--- config.mk ---
export PLATFORM = sky130hd
export DESIGN_NAME = dmr_core
export DESIGN_NICKNAME = d
export VERILOG_FILES = /design/src/pkg/dmr_pkg.sv /design/src/hw/dmr_core.sv
export SDC_FILE = /design/constraint.sdc
export NUM_CORES = 1
export LEC_CHECK = 0
export BUFFER_PORTS_ARGS = -buffer_cell sky130_fd_sc_hd__buf_2
export CORE_MARGIN = 4
export CORE_UTILIZATION = 24
export DETAILED_ROUTE_END_ITERATION = 8
export PLACE_DENSITY_LB_ADDON = 0.3
export SLEW_MARGIN = 10
export SYNTH_ARGS = -nofsm -noshare
export SYNTH_HDL_FRONTEND = slang
export SYNTH_SLANG_ARGS = --single-unit
--- constraint.sdc ---
create_clock -name sys_clk -period 2.7 [get_ports sys_clk]
set_input_delay 0.135 -clock sys_clk [delete_from_list [all_inputs] [get_ports sys_clk]]
set_output_delay 0.135 -clock sys_clk [all_outputs]
set_load 0.01 [all_outputs]
--- src/pkg/dmr_pkg.sv ---
// Constants, field layout and state encoding for the mode register block
package dmr_pkg;

  // APB register byte offsets
  localparam logic [7:0] REG_CTRL   = 8'h00;
  localparam logic [7:0] REG_MR0    = 8'h04;
  localparam logic [7:0] REG_MR1    = 8'h08;
  localparam logic [7:0] REG_STATUS = 8'h0C;

  // Reset values
  localparam logic [3:0]  CWL_RESET = 4'h5;
  localparam logic [13:0] MR_RESET  = 14'h0000;

  // Mode register 0 field positions
  localparam int MR0_BL_LSB  = 0;
  localparam int MR0_CL_A2   = 2;
  localparam int MR0_BT      = 3;
  localparam int MR0_CL_LSB  = 4;
  localparam int MR0_TM      = 7;
  localparam int MR0_DLL_RST = 8;
  localparam int MR0_WR_LSB  = 9;
  localparam int MR0_PPD     = 12;

  // Mode register 1 field positions
  localparam int MR1_DLL_DIS = 0;
  localparam int MR1_DIC_A1  = 1;
  localparam int MR1_RTT_A2  = 2;
  localparam int MR1_AL_LSB  = 3;
  localparam int MR1_DIC_A5  = 5;
  localparam int MR1_RTT_A6  = 6;
  localparam int MR1_WLVL    = 7;
  localparam int MR1_RTT_A9  = 9;
  localparam int MR1_TDQS    = 11;
  localparam int MR1_QOFF    = 12;

  // Burst length field codes
  localparam logic [1:0] BL_FIXED8 = 2'b00;
  localparam logic [1:0] BL_OTF    = 2'b01;
  localparam logic [1:0] BL_FIXED4 = 2'b10;

  // Column address bit that picks chop or full burst on the fly
  localparam int BC_SEL_BIT = 12;

  // CAS latency is the four bit code plus this offset
  localparam logic [4:0] CL_OFFSET = 5'h04;

  // Beat slot at which a fixed chop write ends, two clocks early
  localparam logic [2:0] CHOP_END_SLOT = 3'h3;
  localparam logic [2:0] LAST_SLOT     = 3'h7;

  typedef enum logic [1:0] {ST_IDLE, ST_AL, ST_CAS, ST_BURST} dmr_state_e;

endpackage

--- src/hw/dmr_core.sv ---
// DDR3 mode register 0/1 decode, burst ordering and latency timing
`timescale 1ns/1ps

// Rules from the document for this block and its controller
// Eight-beat read order: nibble wrap when sequential, start XOR index else.
// Chopped read returns four beats, drivers off for remaining four slots.
// Writes ignore low column bits; chop uses bit 2 for half, rest don't care.
// Fixed chop moves write recovery start two clocks early; on-the-fly does not.
// CAS latency from MR0 A2,A4,A5,A6, whole clocks from internal read.
// Read latency is AL plus CL; write latency is AL plus CWL.
// Controller keeps MR0 A7 zero; test mode behaviour is unspecified.
// DLL reset bit clears itself once the reset has been issued.
// Controller waits DLL lock time after DLL reset before reads.
// Controller follows DLL enable with DLL reset and holds CKE high; the bench re-enables the DLL with no DLL reset, then drops CKE.
// Controller programs write recovery field at least tWR over tCK rounded up.
// MR0 A12 zero freezes DLL in power-down; one keeps it running.
// MRS with BA0 high, BA1 and BA2 low writes mode register 1.
// Controller drives BA2, A8, A10, A13 low when writing MR1.
// Write levelling with outputs on allows only RZQ/2, /4, /6 termination.
// Nominal termination during writes only RZQ/2, RZQ/4 or RZQ/6.
// DLL on: turned off at self-refresh entry, back on at exit.
// DLL off: controller disables nominal termination by pin or bits.
// DLL off: controller clears MR2 write termination bits.
// Driver impedance selected by MR1 A1 and A5.
// AL from MR1 A4:A3: 0, CL-1, CL-2, 11 reserved.
// Read or write held for AL before internal execution.
// Burst length from MR0 A1:A0: fixed chop, fixed eight, or on-the-fly.
// MRS with all bank bits low writes mode register 0.
// MR1 A0 one disables DLL until cleared to zero.
// Controller avoids reserved AL code and checks its own read latency; the bench writes AL code 11 once to check the reserved flag.
module dmr_core
  import dmr_pkg::*;
(
  input  wire logic        sys_clk,
  input  wire logic        sys_rst,
  input  wire logic [7:0]  paddr,
  input  wire logic        psel,
  input  wire logic        penable,
  input  wire logic        pwrite,
  input  wire logic [31:0] pwdata,
  output logic      [31:0] prdata,
  output logic             pready,
  output logic             pslverr,
  input  wire logic        ck,
  input  wire logic        cke,
  input  wire logic        cs_n,
  input  wire logic        ras_n,
  input  wire logic        cas_n,
  input  wire logic        we_n,
  input  wire logic [2:0]  ba,
  input  wire logic [13:0] addr,
  output logic             int_cmd,
  output logic             int_cmd_write,
  output logic             rd_beat,
  output logic      [2:0]  rd_col,
  output logic             dq_oe,
  output logic             wr_beat,
  output logic      [2:0]  wr_col,
  output logic             wr_care,
  output logic             wr_rec_start,
  output logic             dll_run,
  output logic             dll_reset,
  output logic             exit_slow,
  output logic      [1:0]  drv_imp,
  output logic      [2:0]  rtt_nom,
  output logic             wr_level,
  output logic             out_off,
  output logic             tdqs_en
);

  function automatic logic [2:0] beat_col(input logic [2:0] start,
                                          input logic [2:0] idx,
                                          input logic       ilv);
    logic [1:0] low;
    low = start[1:0] + idx[1:0];
    if (ilv) begin
      beat_col = start ^ idx;
    end else begin
      beat_col = {start[2] ^ idx[2], low};
    end
  endfunction

  function automatic logic [4:0] add_lat(input logic [1:0] code,
                                         input logic [4:0] cl);
    case (code)
      2'b01:   add_lat = cl - 5'h01;
      2'b10:   add_lat = cl - 5'h02;
      default: add_lat = 5'h00;
    endcase
  endfunction

  // Pin synchroniser: first stage is read only by the second
  logic [22:0] pin_meta;
  logic [22:0] pin_sync;
  logic        ck_d;
  logic        cke_prev;

  logic [13:0] mr0;
  logic [13:0] mr1;
  logic [3:0]  cwl;
  logic        sr_active;
  logic        pd_active;

  dmr_state_e  state;
  logic [4:0]  cnt;
  logic [2:0]  slot;
  logic        acc_write;
  logic [2:0]  acc_start;
  logic        acc_chop;
  logic        acc_fixed4;

  wire       s_ck    = pin_sync[22];
  wire       s_cke   = pin_sync[21];
  wire       s_cs_n  = pin_sync[20];
  wire       s_ras_n = pin_sync[19];
  wire       s_cas_n = pin_sync[18];
  wire       s_we_n  = pin_sync[17];
  wire [2:0] s_ba    = pin_sync[16:14];
  wire [13:0] s_addr = pin_sync[13:0];

  wire ck_rise = s_ck & ~ck_d;
  wire ck_edge = s_ck ^ ck_d;

  wire cmd_ok  = ck_rise & cke_prev & s_cke & ~s_cs_n;
  wire is_mrs  = cmd_ok & ~s_ras_n & ~s_cas_n & ~s_we_n;
  wire mr0_wr  = is_mrs & (s_ba == 3'b000);
  wire mr1_wr  = is_mrs & (s_ba == 3'b001);
  wire is_rw   = cmd_ok & s_ras_n & ~s_cas_n;
  wire sr_go   = ck_rise & cke_prev & ~s_cke & ~s_cs_n & ~s_ras_n
                 & ~s_cas_n & s_we_n;
  wire pd_go   = ck_rise & cke_prev & ~s_cke & ~sr_go;
  wire cke_up  = ck_rise & ~cke_prev & s_cke;

  // Latency decode
  wire [4:0] cl_val = {1'b0, mr0[MR0_CL_A2], mr0[MR0_CL_LSB+2:MR0_CL_LSB]}
                      + CL_OFFSET;
  wire [4:0] al_val = add_lat(mr1[MR1_AL_LSB+1:MR1_AL_LSB], cl_val);
  wire [4:0] cwl_val = {1'b0, cwl};
  wire [5:0] rl_val = {1'b0, al_val} + {1'b0, cl_val};
  wire [5:0] wl_val = {1'b0, al_val} + {1'b0, cwl_val};
  wire       al_rsvd = &mr1[MR1_AL_LSB+1:MR1_AL_LSB];

  // Burst length selection for a new access
  wire [1:0] bl_mode   = mr0[MR0_BL_LSB+1:MR0_BL_LSB];
  wire       new_fixed4 = (bl_mode == BL_FIXED4);
  wire       new_chop  = new_fixed4
                         | ((bl_mode == BL_OTF) & ~s_addr[BC_SEL_BIT]);
  wire [4:0] new_lat   = s_we_n ? cl_val : cwl_val;
  wire [4:0] acc_lat   = acc_write ? cwl_val : cl_val;

  // Beat emission
  wire st_cas   = (state == ST_CAS);
  wire st_burst = (state == ST_BURST);
  wire first_bt = st_cas & ck_rise & (cnt == 5'h00);
  wire emit     = first_bt | (st_burst & ck_edge);
  wire [2:0] bidx = st_burst ? slot : 3'h0;
  wire       tail = bidx[2];
  wire [2:0] rcol = beat_col(acc_start, bidx, mr0[MR0_BT]);
  wire [2:0] wcol = acc_chop ? {acc_start[2], bidx[1:0]} : bidx;
  wire       rdrv = ~(acc_chop & tail);
  wire [2:0] rec_at = acc_fixed4 ? CHOP_END_SLOT : LAST_SLOT;
  wire       rec_hit = emit & acc_write & (bidx == rec_at);

  // Internal command after additive latency
  wire int_go = (state == ST_AL) & ck_rise & (cnt == 5'h00);
  wire new_acc = is_rw & (state == ST_IDLE);

  wire dll_on = ~mr1[MR1_DLL_DIS] & ~sr_active
                & ~(pd_active & ~mr0[MR0_PPD]);

  // APB decode
  wire apb_setup = psel & ~penable;
  wire apb_wr    = psel & penable & pready & pwrite;
  wire hit_ctrl  = (paddr == REG_CTRL);
  wire hit_mr0   = (paddr == REG_MR0);
  wire hit_mr1   = (paddr == REG_MR1);
  wire hit_stat  = (paddr == REG_STATUS);
  wire hit_any   = hit_ctrl | hit_mr0 | hit_mr1 | hit_stat;
  wire [31:0] stat_word = {6'h00, rl_val, wl_val, al_val, cl_val,
                           1'b0, mr0[MR0_TM], al_rsvd, dll_on};
  wire [31:0] rd_word = hit_ctrl ? {28'h0000000, cwl}
                      : hit_mr0  ? {18'h00000, mr0}
                      : hit_mr1  ? {18'h00000, mr1}
                      : hit_stat ? stat_word
                      : 32'h00000000;

  always_ff @(posedge sys_clk) begin
    pin_meta <= {ck, cke, cs_n, ras_n, cas_n, we_n, ba, addr};
    pin_sync <= pin_meta;
    ck_d     <= pin_sync[22];
  end

  always_ff @(posedge sys_clk) begin
    if (sys_rst) begin
      pready  <= 1'b0;
      pslverr <= 1'b0;
      prdata  <= 32'h00000000;
      cwl     <= CWL_RESET;
    end else begin
      pready  <= apb_setup;
      pslverr <= apb_setup & ~hit_any;
      prdata  <= apb_setup ? rd_word : 32'h00000000;
      if (apb_wr & hit_ctrl) begin
        cwl <= (pwdata[3:0] == 4'h0) ? 4'h1 : pwdata[3:0];
      end
    end
  end

  // Mode registers and power state
  always_ff @(posedge sys_clk) begin
    if (sys_rst) begin
      mr0       <= MR_RESET;
      mr1       <= MR_RESET;
      cke_prev  <= 1'b0;
      sr_active <= 1'b0;
      pd_active <= 1'b0;
      dll_reset <= 1'b0;
    end else begin
      dll_reset <= mr0_wr & s_addr[MR0_DLL_RST];
      if (mr0_wr) begin
        mr0 <= s_addr;
      end else if (dll_reset) begin
        mr0[MR0_DLL_RST] <= 1'b0;
      end
      if (mr1_wr) begin
        mr1 <= s_addr;
      end
      if (ck_rise) begin
        cke_prev <= s_cke;
      end
      if (sr_go) begin
        sr_active <= 1'b1;
      end else if (cke_up) begin
        sr_active <= 1'b0;
      end
      if (pd_go) begin
        pd_active <= 1'b1;
      end else if (cke_up) begin
        pd_active <= 1'b0;
      end
    end
  end

  // Access sequencer
  always_ff @(posedge sys_clk) begin
    if (sys_rst) begin
      state      <= ST_IDLE;
      cnt        <= 5'h00;
      slot       <= 3'h0;
      acc_write  <= 1'b0;
      acc_start  <= 3'h0;
      acc_chop   <= 1'b0;
      acc_fixed4 <= 1'b0;
    end else begin
      case (state)
        ST_IDLE: begin
          if (new_acc) begin
            acc_write  <= ~s_we_n;
            acc_start  <= s_addr[2:0];
            acc_chop   <= new_chop;
            acc_fixed4 <= new_fixed4;
            if (al_val == 5'h00) begin
              state <= ST_CAS;
              cnt   <= new_lat - 5'h01;
            end else begin
              state <= ST_AL;
              cnt   <= al_val - 5'h01;
            end
          end
        end
        ST_AL: begin
          if (int_go) begin
            state <= ST_CAS;
            cnt   <= acc_lat - 5'h01;
          end else if (ck_rise) begin
            cnt <= cnt - 5'h01;
          end
        end
        ST_CAS: begin
          if (first_bt) begin
            state <= ST_BURST;
            slot  <= 3'h1;
          end else if (ck_rise) begin
            cnt <= cnt - 5'h01;
          end
        end
        ST_BURST: begin
          if (ck_edge) begin
            slot <= slot + 3'h1;
            if (slot == LAST_SLOT) begin
              state <= ST_IDLE;
            end
          end
        end
        default: state <= ST_IDLE;
      endcase
    end
  end

  // Registered outputs
  always_ff @(posedge sys_clk) begin
    if (sys_rst) begin
      int_cmd       <= 1'b0;
      int_cmd_write <= 1'b0;
      rd_beat       <= 1'b0;
      rd_col        <= 3'h0;
      dq_oe         <= 1'b0;
      wr_beat       <= 1'b0;
      wr_col        <= 3'h0;
      wr_care       <= 1'b0;
      wr_rec_start  <= 1'b0;
    end else begin
      int_cmd       <= int_go | (new_acc & (al_val == 5'h00));
      int_cmd_write <= int_go ? acc_write : ~s_we_n;
      rd_beat       <= emit & ~acc_write & rdrv;
      rd_col        <= emit ? rcol : rd_col;
      wr_beat       <= emit & acc_write;
      wr_col        <= emit ? wcol : wr_col;
      wr_care       <= emit & acc_write & ~(acc_chop & tail);
      wr_rec_start  <= rec_hit;
      if (emit) begin
        dq_oe <= ~acc_write & rdrv;
      end else if (ck_edge) begin
        dq_oe <= 1'b0;
      end
    end
  end

  always_ff @(posedge sys_clk) begin
    if (sys_rst) begin
      dll_run   <= 1'b0;
      exit_slow <= 1'b0;
      drv_imp   <= 2'h0;
      rtt_nom   <= 3'h0;
      wr_level  <= 1'b0;
      out_off   <= 1'b0;
      tdqs_en   <= 1'b0;
    end else begin
      dll_run   <= dll_on;
      exit_slow <= ~mr0[MR0_PPD];
      drv_imp   <= {mr1[MR1_DIC_A5], mr1[MR1_DIC_A1]};
      rtt_nom   <= {mr1[MR1_RTT_A9], mr1[MR1_RTT_A6], mr1[MR1_RTT_A2]};
      wr_level  <= mr1[MR1_WLVL];
      out_off   <= mr1[MR1_QOFF];
      tdqs_en   <= mr1[MR1_TDQS];
    end
  end

endmodule

==> results.tsv <==
stage	metric	value	unit
run_status	outcome	finished, final reports clean	
yosys	area share of the leading cell type in the synthesized netlist	48.9	%
power	switching component of the power	1.33	mW
power	total power divided by cell area	686	nW/um^2
cts	number of levels in the clock H-tree	4	
place	routability cong.	0.826	
cells_and_area	cell area after layout	7960	sq um
floorplanning	initial core utilization	24.4	%
cts	number of buffers created by CTS	17	
timing	fmax	0.407	GHz
power	net switching fraction of the power	24.4	%
timing	Setup TNS Final	0	ns
timing	final max-slew violation count	0	
yosys	adder-cell share of the synthesized area	6.15	%
route	Remaining DRCs	0	
yosys	main flop type after synthesis	dfxtp_1	
power	Total Power Consumption	5.46	mW
yosys	share of flip-flops with an asynchronous set or reset	0	%
timing	shortest period the worst path allows	2.46	ns
global_routing	Overall Global Routing Usage	11.6	%
place	half-perimeter wire length after placement	12100	um
critical_path	Setup crit end kind	flip-flop	
yosys	unique cell type count in the Yosys netlist	67	
yosys	share of synthesized area occupied by flip-flops and latches	48.9	%
floorplanning	die outline height	168	um
place	IO buf count	91	
timing	Worst Setup Slack, final	0.240	ns
global_routing	first-pass GRT wire length	25700	um
yosys	most repeated cell in the gate-level netlist after synthesis	dfxtp_1	
timing	final hold violation count	0	
critical_path	cell depth of the worst flop-to-flop path	10	
yosys	Compound-Gate Fraction of Synth Area	11.9	%
power	share of power burned in combinational logic	10.3	%
critical_path	delay contributed by the slowest stage of the critical path	0.39	ns
floorplanning	placement row count	58	
power	clock share of power	46.6	%
route	iteration count of the initial detailed-routing pass	4	
timing	final setup violating endpoints	0	
yosys	synth cell count leaders	dfxtp_1 (150), nor2_1 (88), nand2_1 (41)	
yosys	multiplexer share of the synthesized area	8.41	%
global_routing	number of global-route vias before repair	4723	
yosys	post-synthesis share of cell area spent on xor and xnor gates	2.85	%
critical_path	kind of start point of the critical path	flip-flop	
cells_and_area	layout cells sized above 1	22.7	%
route	vias per cell	4.27	
cells_and_area	Layout Area Growth over Synthesis	29.5	%
yosys	combinational family with the most area after synthesis	simple AND/OR/NAND/NOR gates	
route	total vias in the final route	4747	
place	Setup Slack @ Placement	0.117	ns
cts	CTS root buf	clkbuf_16	
cells_and_area	number of nets in the finished design	865	
route	starting DRC count in detailed routing	234	
timing	clk_skew	0.00876	ns
critical_path	kind of cell adding the most delay to the critical path	compound AO/OA/AOI/OAI gates	
critical_path	maximum fanout count along the critical path	5	
global_routing	pin count of the biggest net entering global routing	68	
cts	buffers from clock root to sink, at most	2	
power	leakage power	3.46	nW
critical_path	capture point of the worst reg-to-reg path	cnt[4]$_SDFFE_PP0P_	
critical_path	cells traversed along the worst timing path	ha_2, nand2_1, o21ai_1, o311a_1, a21oi_1, ha_2, nand3_1, a311oi_1, o221ai_1, nand3_1	
cts	CTS tree	built	
yosys	number of enable flip-flop cells after synthesis	0	
critical_path	arrival time at the worst endpoint	2.82	ns
yosys	Cells after Synth	636	
cts	number of buffers inserted to repair setup after CTS	0	
critical_path	standard cell with the maximum stage delay on the critical path	dfxtp_1	
yosys	cell accounting for the most synthesized area	dfxtp_1	
floorplanning	core area	25200	sq um
timing	period utilization	91.1	%
yosys	Syn. warnings	0	
yosys	syn avg cell area	9.66	sq um
yosys	Cell Area, Synth	6140	sq um
cts	insertion delay of the later-clocked pin in the worst-skew pair	0.42	ns
place	placement-stage cell area	7030	sq um
critical_path	worst endpoint required time	3.06	ns
hold_path	class of the tightest hold or removal check	in2reg	
cts	number of clock sinks	150	
hold_path	Worst Hold Path Cells	3	
critical_path	buffers plus inverters on the worst setup path	0	
route	wire per inst	14.5	um
hold_path	Hold Path End	cwl[0]$_SDFFE_PP1P_	
hold_path	origin of the worst min-delay path	pwdata[0]	
floorplanning	Die Area	28200	sq um
yosys	top area cells in the synthesized netlist	dfxtp_1 (49%), mux2i_1 (6.0%), ha_1 (5.5%), nor2_1 (5.4%), a21oi_1 (3.2%)	
power	maximum vdd drop	0.000389	V
route	Antenna Violating Nets Remaining	0	
cells_and_area	number of diodes added for antenna fixing	0	
power	Internal Power	4.12	mW
yosys	total of flip-flops plus latches after synthesis	150	
timing	unrepaired setup endpoints after global routing	no	
route	DRT Wirelength	16100	um
flow_run	max-cap check violation count	0	
floorplanning	IO Count	126	
power	share of power burned in registers	43.1	%
floorplanning	Horiz. Die Dim	168	um
critical_path	worst reg2reg setup slack	0.24	ns
global_routing	number of antenna violations at the first check in global routing	0	
cts	clk slew on worst S/H paths	0.06	ns
yosys	share of synthesized cell area in and, or, nand and nor gates	16.7	%
timing	slew at the pin with the worst max-slew slack	0.884	ns
critical_path	type of the worst setup path	reg2reg	
global_routing	sum of overflow across all layers after global routing	0	
timing	max_slew headroom	41.0	%
critical_path	source of the worst register-to-register timing path	mr0[2]$_SDFFE_PP0P_	
## area by class of cell
class                      instances  area, sq um
multi-input combinational        424         2870
sequential                       150         3000
clock buffer                      20          447
inverter                          32          120
timing repair buffer             143          911
tap                              330          413
clock inverter                    12          191
fill                            2592        17200
## how the worst max path moves through the flow
stage	startpoint	end	slack (ns)	depth (start not counted)
final	mr0[2]$_SDFFE_PP0P_	cnt[4]$_SDFFE_PP0P_	0.24	10
after global routing	mr0[2]$_SDFFE_PP0P_	cnt[4]$_SDFFE_PP0P_	0.02	10
after global placement	mr1[4]$_SDFFE_PP0P_	cnt[4]$_SDFFE_PP0P_	0.16	10
after floorplan	mr0[4]$_SDFFE_PP0P_	cnt[4]$_SDFFE_PP0P_	0.19	12
after CTS	mr1[4]$_SDFFE_PP0P_	cnt[4]$_SDFFE_PP0P_	0.10	10
after detailed placement	mr1[4]$_SDFFE_PP0P_	cnt[4]$_SDFFE_PP0P_	0.12	10
## flip-flops by register name, summed over array words and instances, names as in the netlist, 2 cells and up
register   count
prdata        26
pin_meta      23
pin_sync      23
mr0           14
mr1           14
cnt            5
cwl            4
acc_start      3
rd_col         3
rtt_nom        3
slot           3
wr_col         3
drv_imp        2
state          2
## cells in the final DEF, fill, tap and decap left out, types with 5 or more instances in the layout
master	synthesis	layout
a21oi_1	39	38
a22oi_1	13	13
and2_1	5	5
and3_1	6	6
buf_2	9	91
buf_4	7	26
clkbuf_16	0	17
conb_1	1	6
dfxtp_1	150	149
dlygate4sd3_1	0	26
ha_1	27	23
inv_1	32	32
mux2_2	11	11
mux2i_1	37	37
nand2_1	41	41
nand2b_1	7	7
nand3_1	11	11
nor2_1	88	88
nor2b_1	17	17
nor3_1	10	10
o21ai_0	18	17
xnor2_1	12	12
xor2_1	8	8
## metrics by stage
stage	util (%)	std cells	hold WS (ns)
CTS	31.5	1111	0.00777
global placement	27.9	1053	0.239
detailed placement	27.9	1053	0.239
floorplan	-	641	0.163
global route	31.6	1111	0.0242
finish	31.6	1111	0.0192
## metal layers
metal	share of wire, %	global-route usage (%)	wire (um)
met5	0	0	0
met4	1.8	4.66	293
met3	2.9	2.42	465
met2	48	19.1	7720
met1	47	14.9	7640
## worst register-to-register path, stage by stage, from the launching register on
cell      delay, ns
dfxtp_1        0.39
ha_2           0.35
nand2_1        0.10
o21ai_1        0.09
o311a_1        0.38
a21oi_1        0.19
ha_2           0.25
nand3_1        0.08
a311oi_1       0.32
o221ai_1       0.17
nand3_1        0.08
## power groups by stage
| stage | logic (mW) | clock network (mW) | registers [mW] |
|---|---|---|---|
| after floorplan | 0.392 | 0 | 2.38 |
| after global placement | 0.527 | 0 | 2.40 |
| after detailed placement | 0.530 | 0 | 2.40 |
| after CTS | 0.561 | 2.62 | 2.35 |
| after global routing | 0.628 | 2.70 | 2.36 |
| final | 0.560 | 2.54 | 2.35 |
## logic make-up (layout without fill, tap and decap cells)
group                    Yosys count  after routing
AND/OR/NAND/NOR                  210            210
flip-flops                       150            150
AO/OA/AOI/OAI                    110            110
buffers and inverters             67            207
multiplexers                      49             49
adder cells (fa/ha/maj)           29             29
XOR/XNOR                          20             20
other                              1              6
## repair_timing
action / CTS / global route
gates resized for setup: 0 / 8
hold endpoints to repair: 26 / 0
setup endpoints to repair: 0 / 2
hold buffers: 26 / 0
Power figures use the tool's default switching activity.
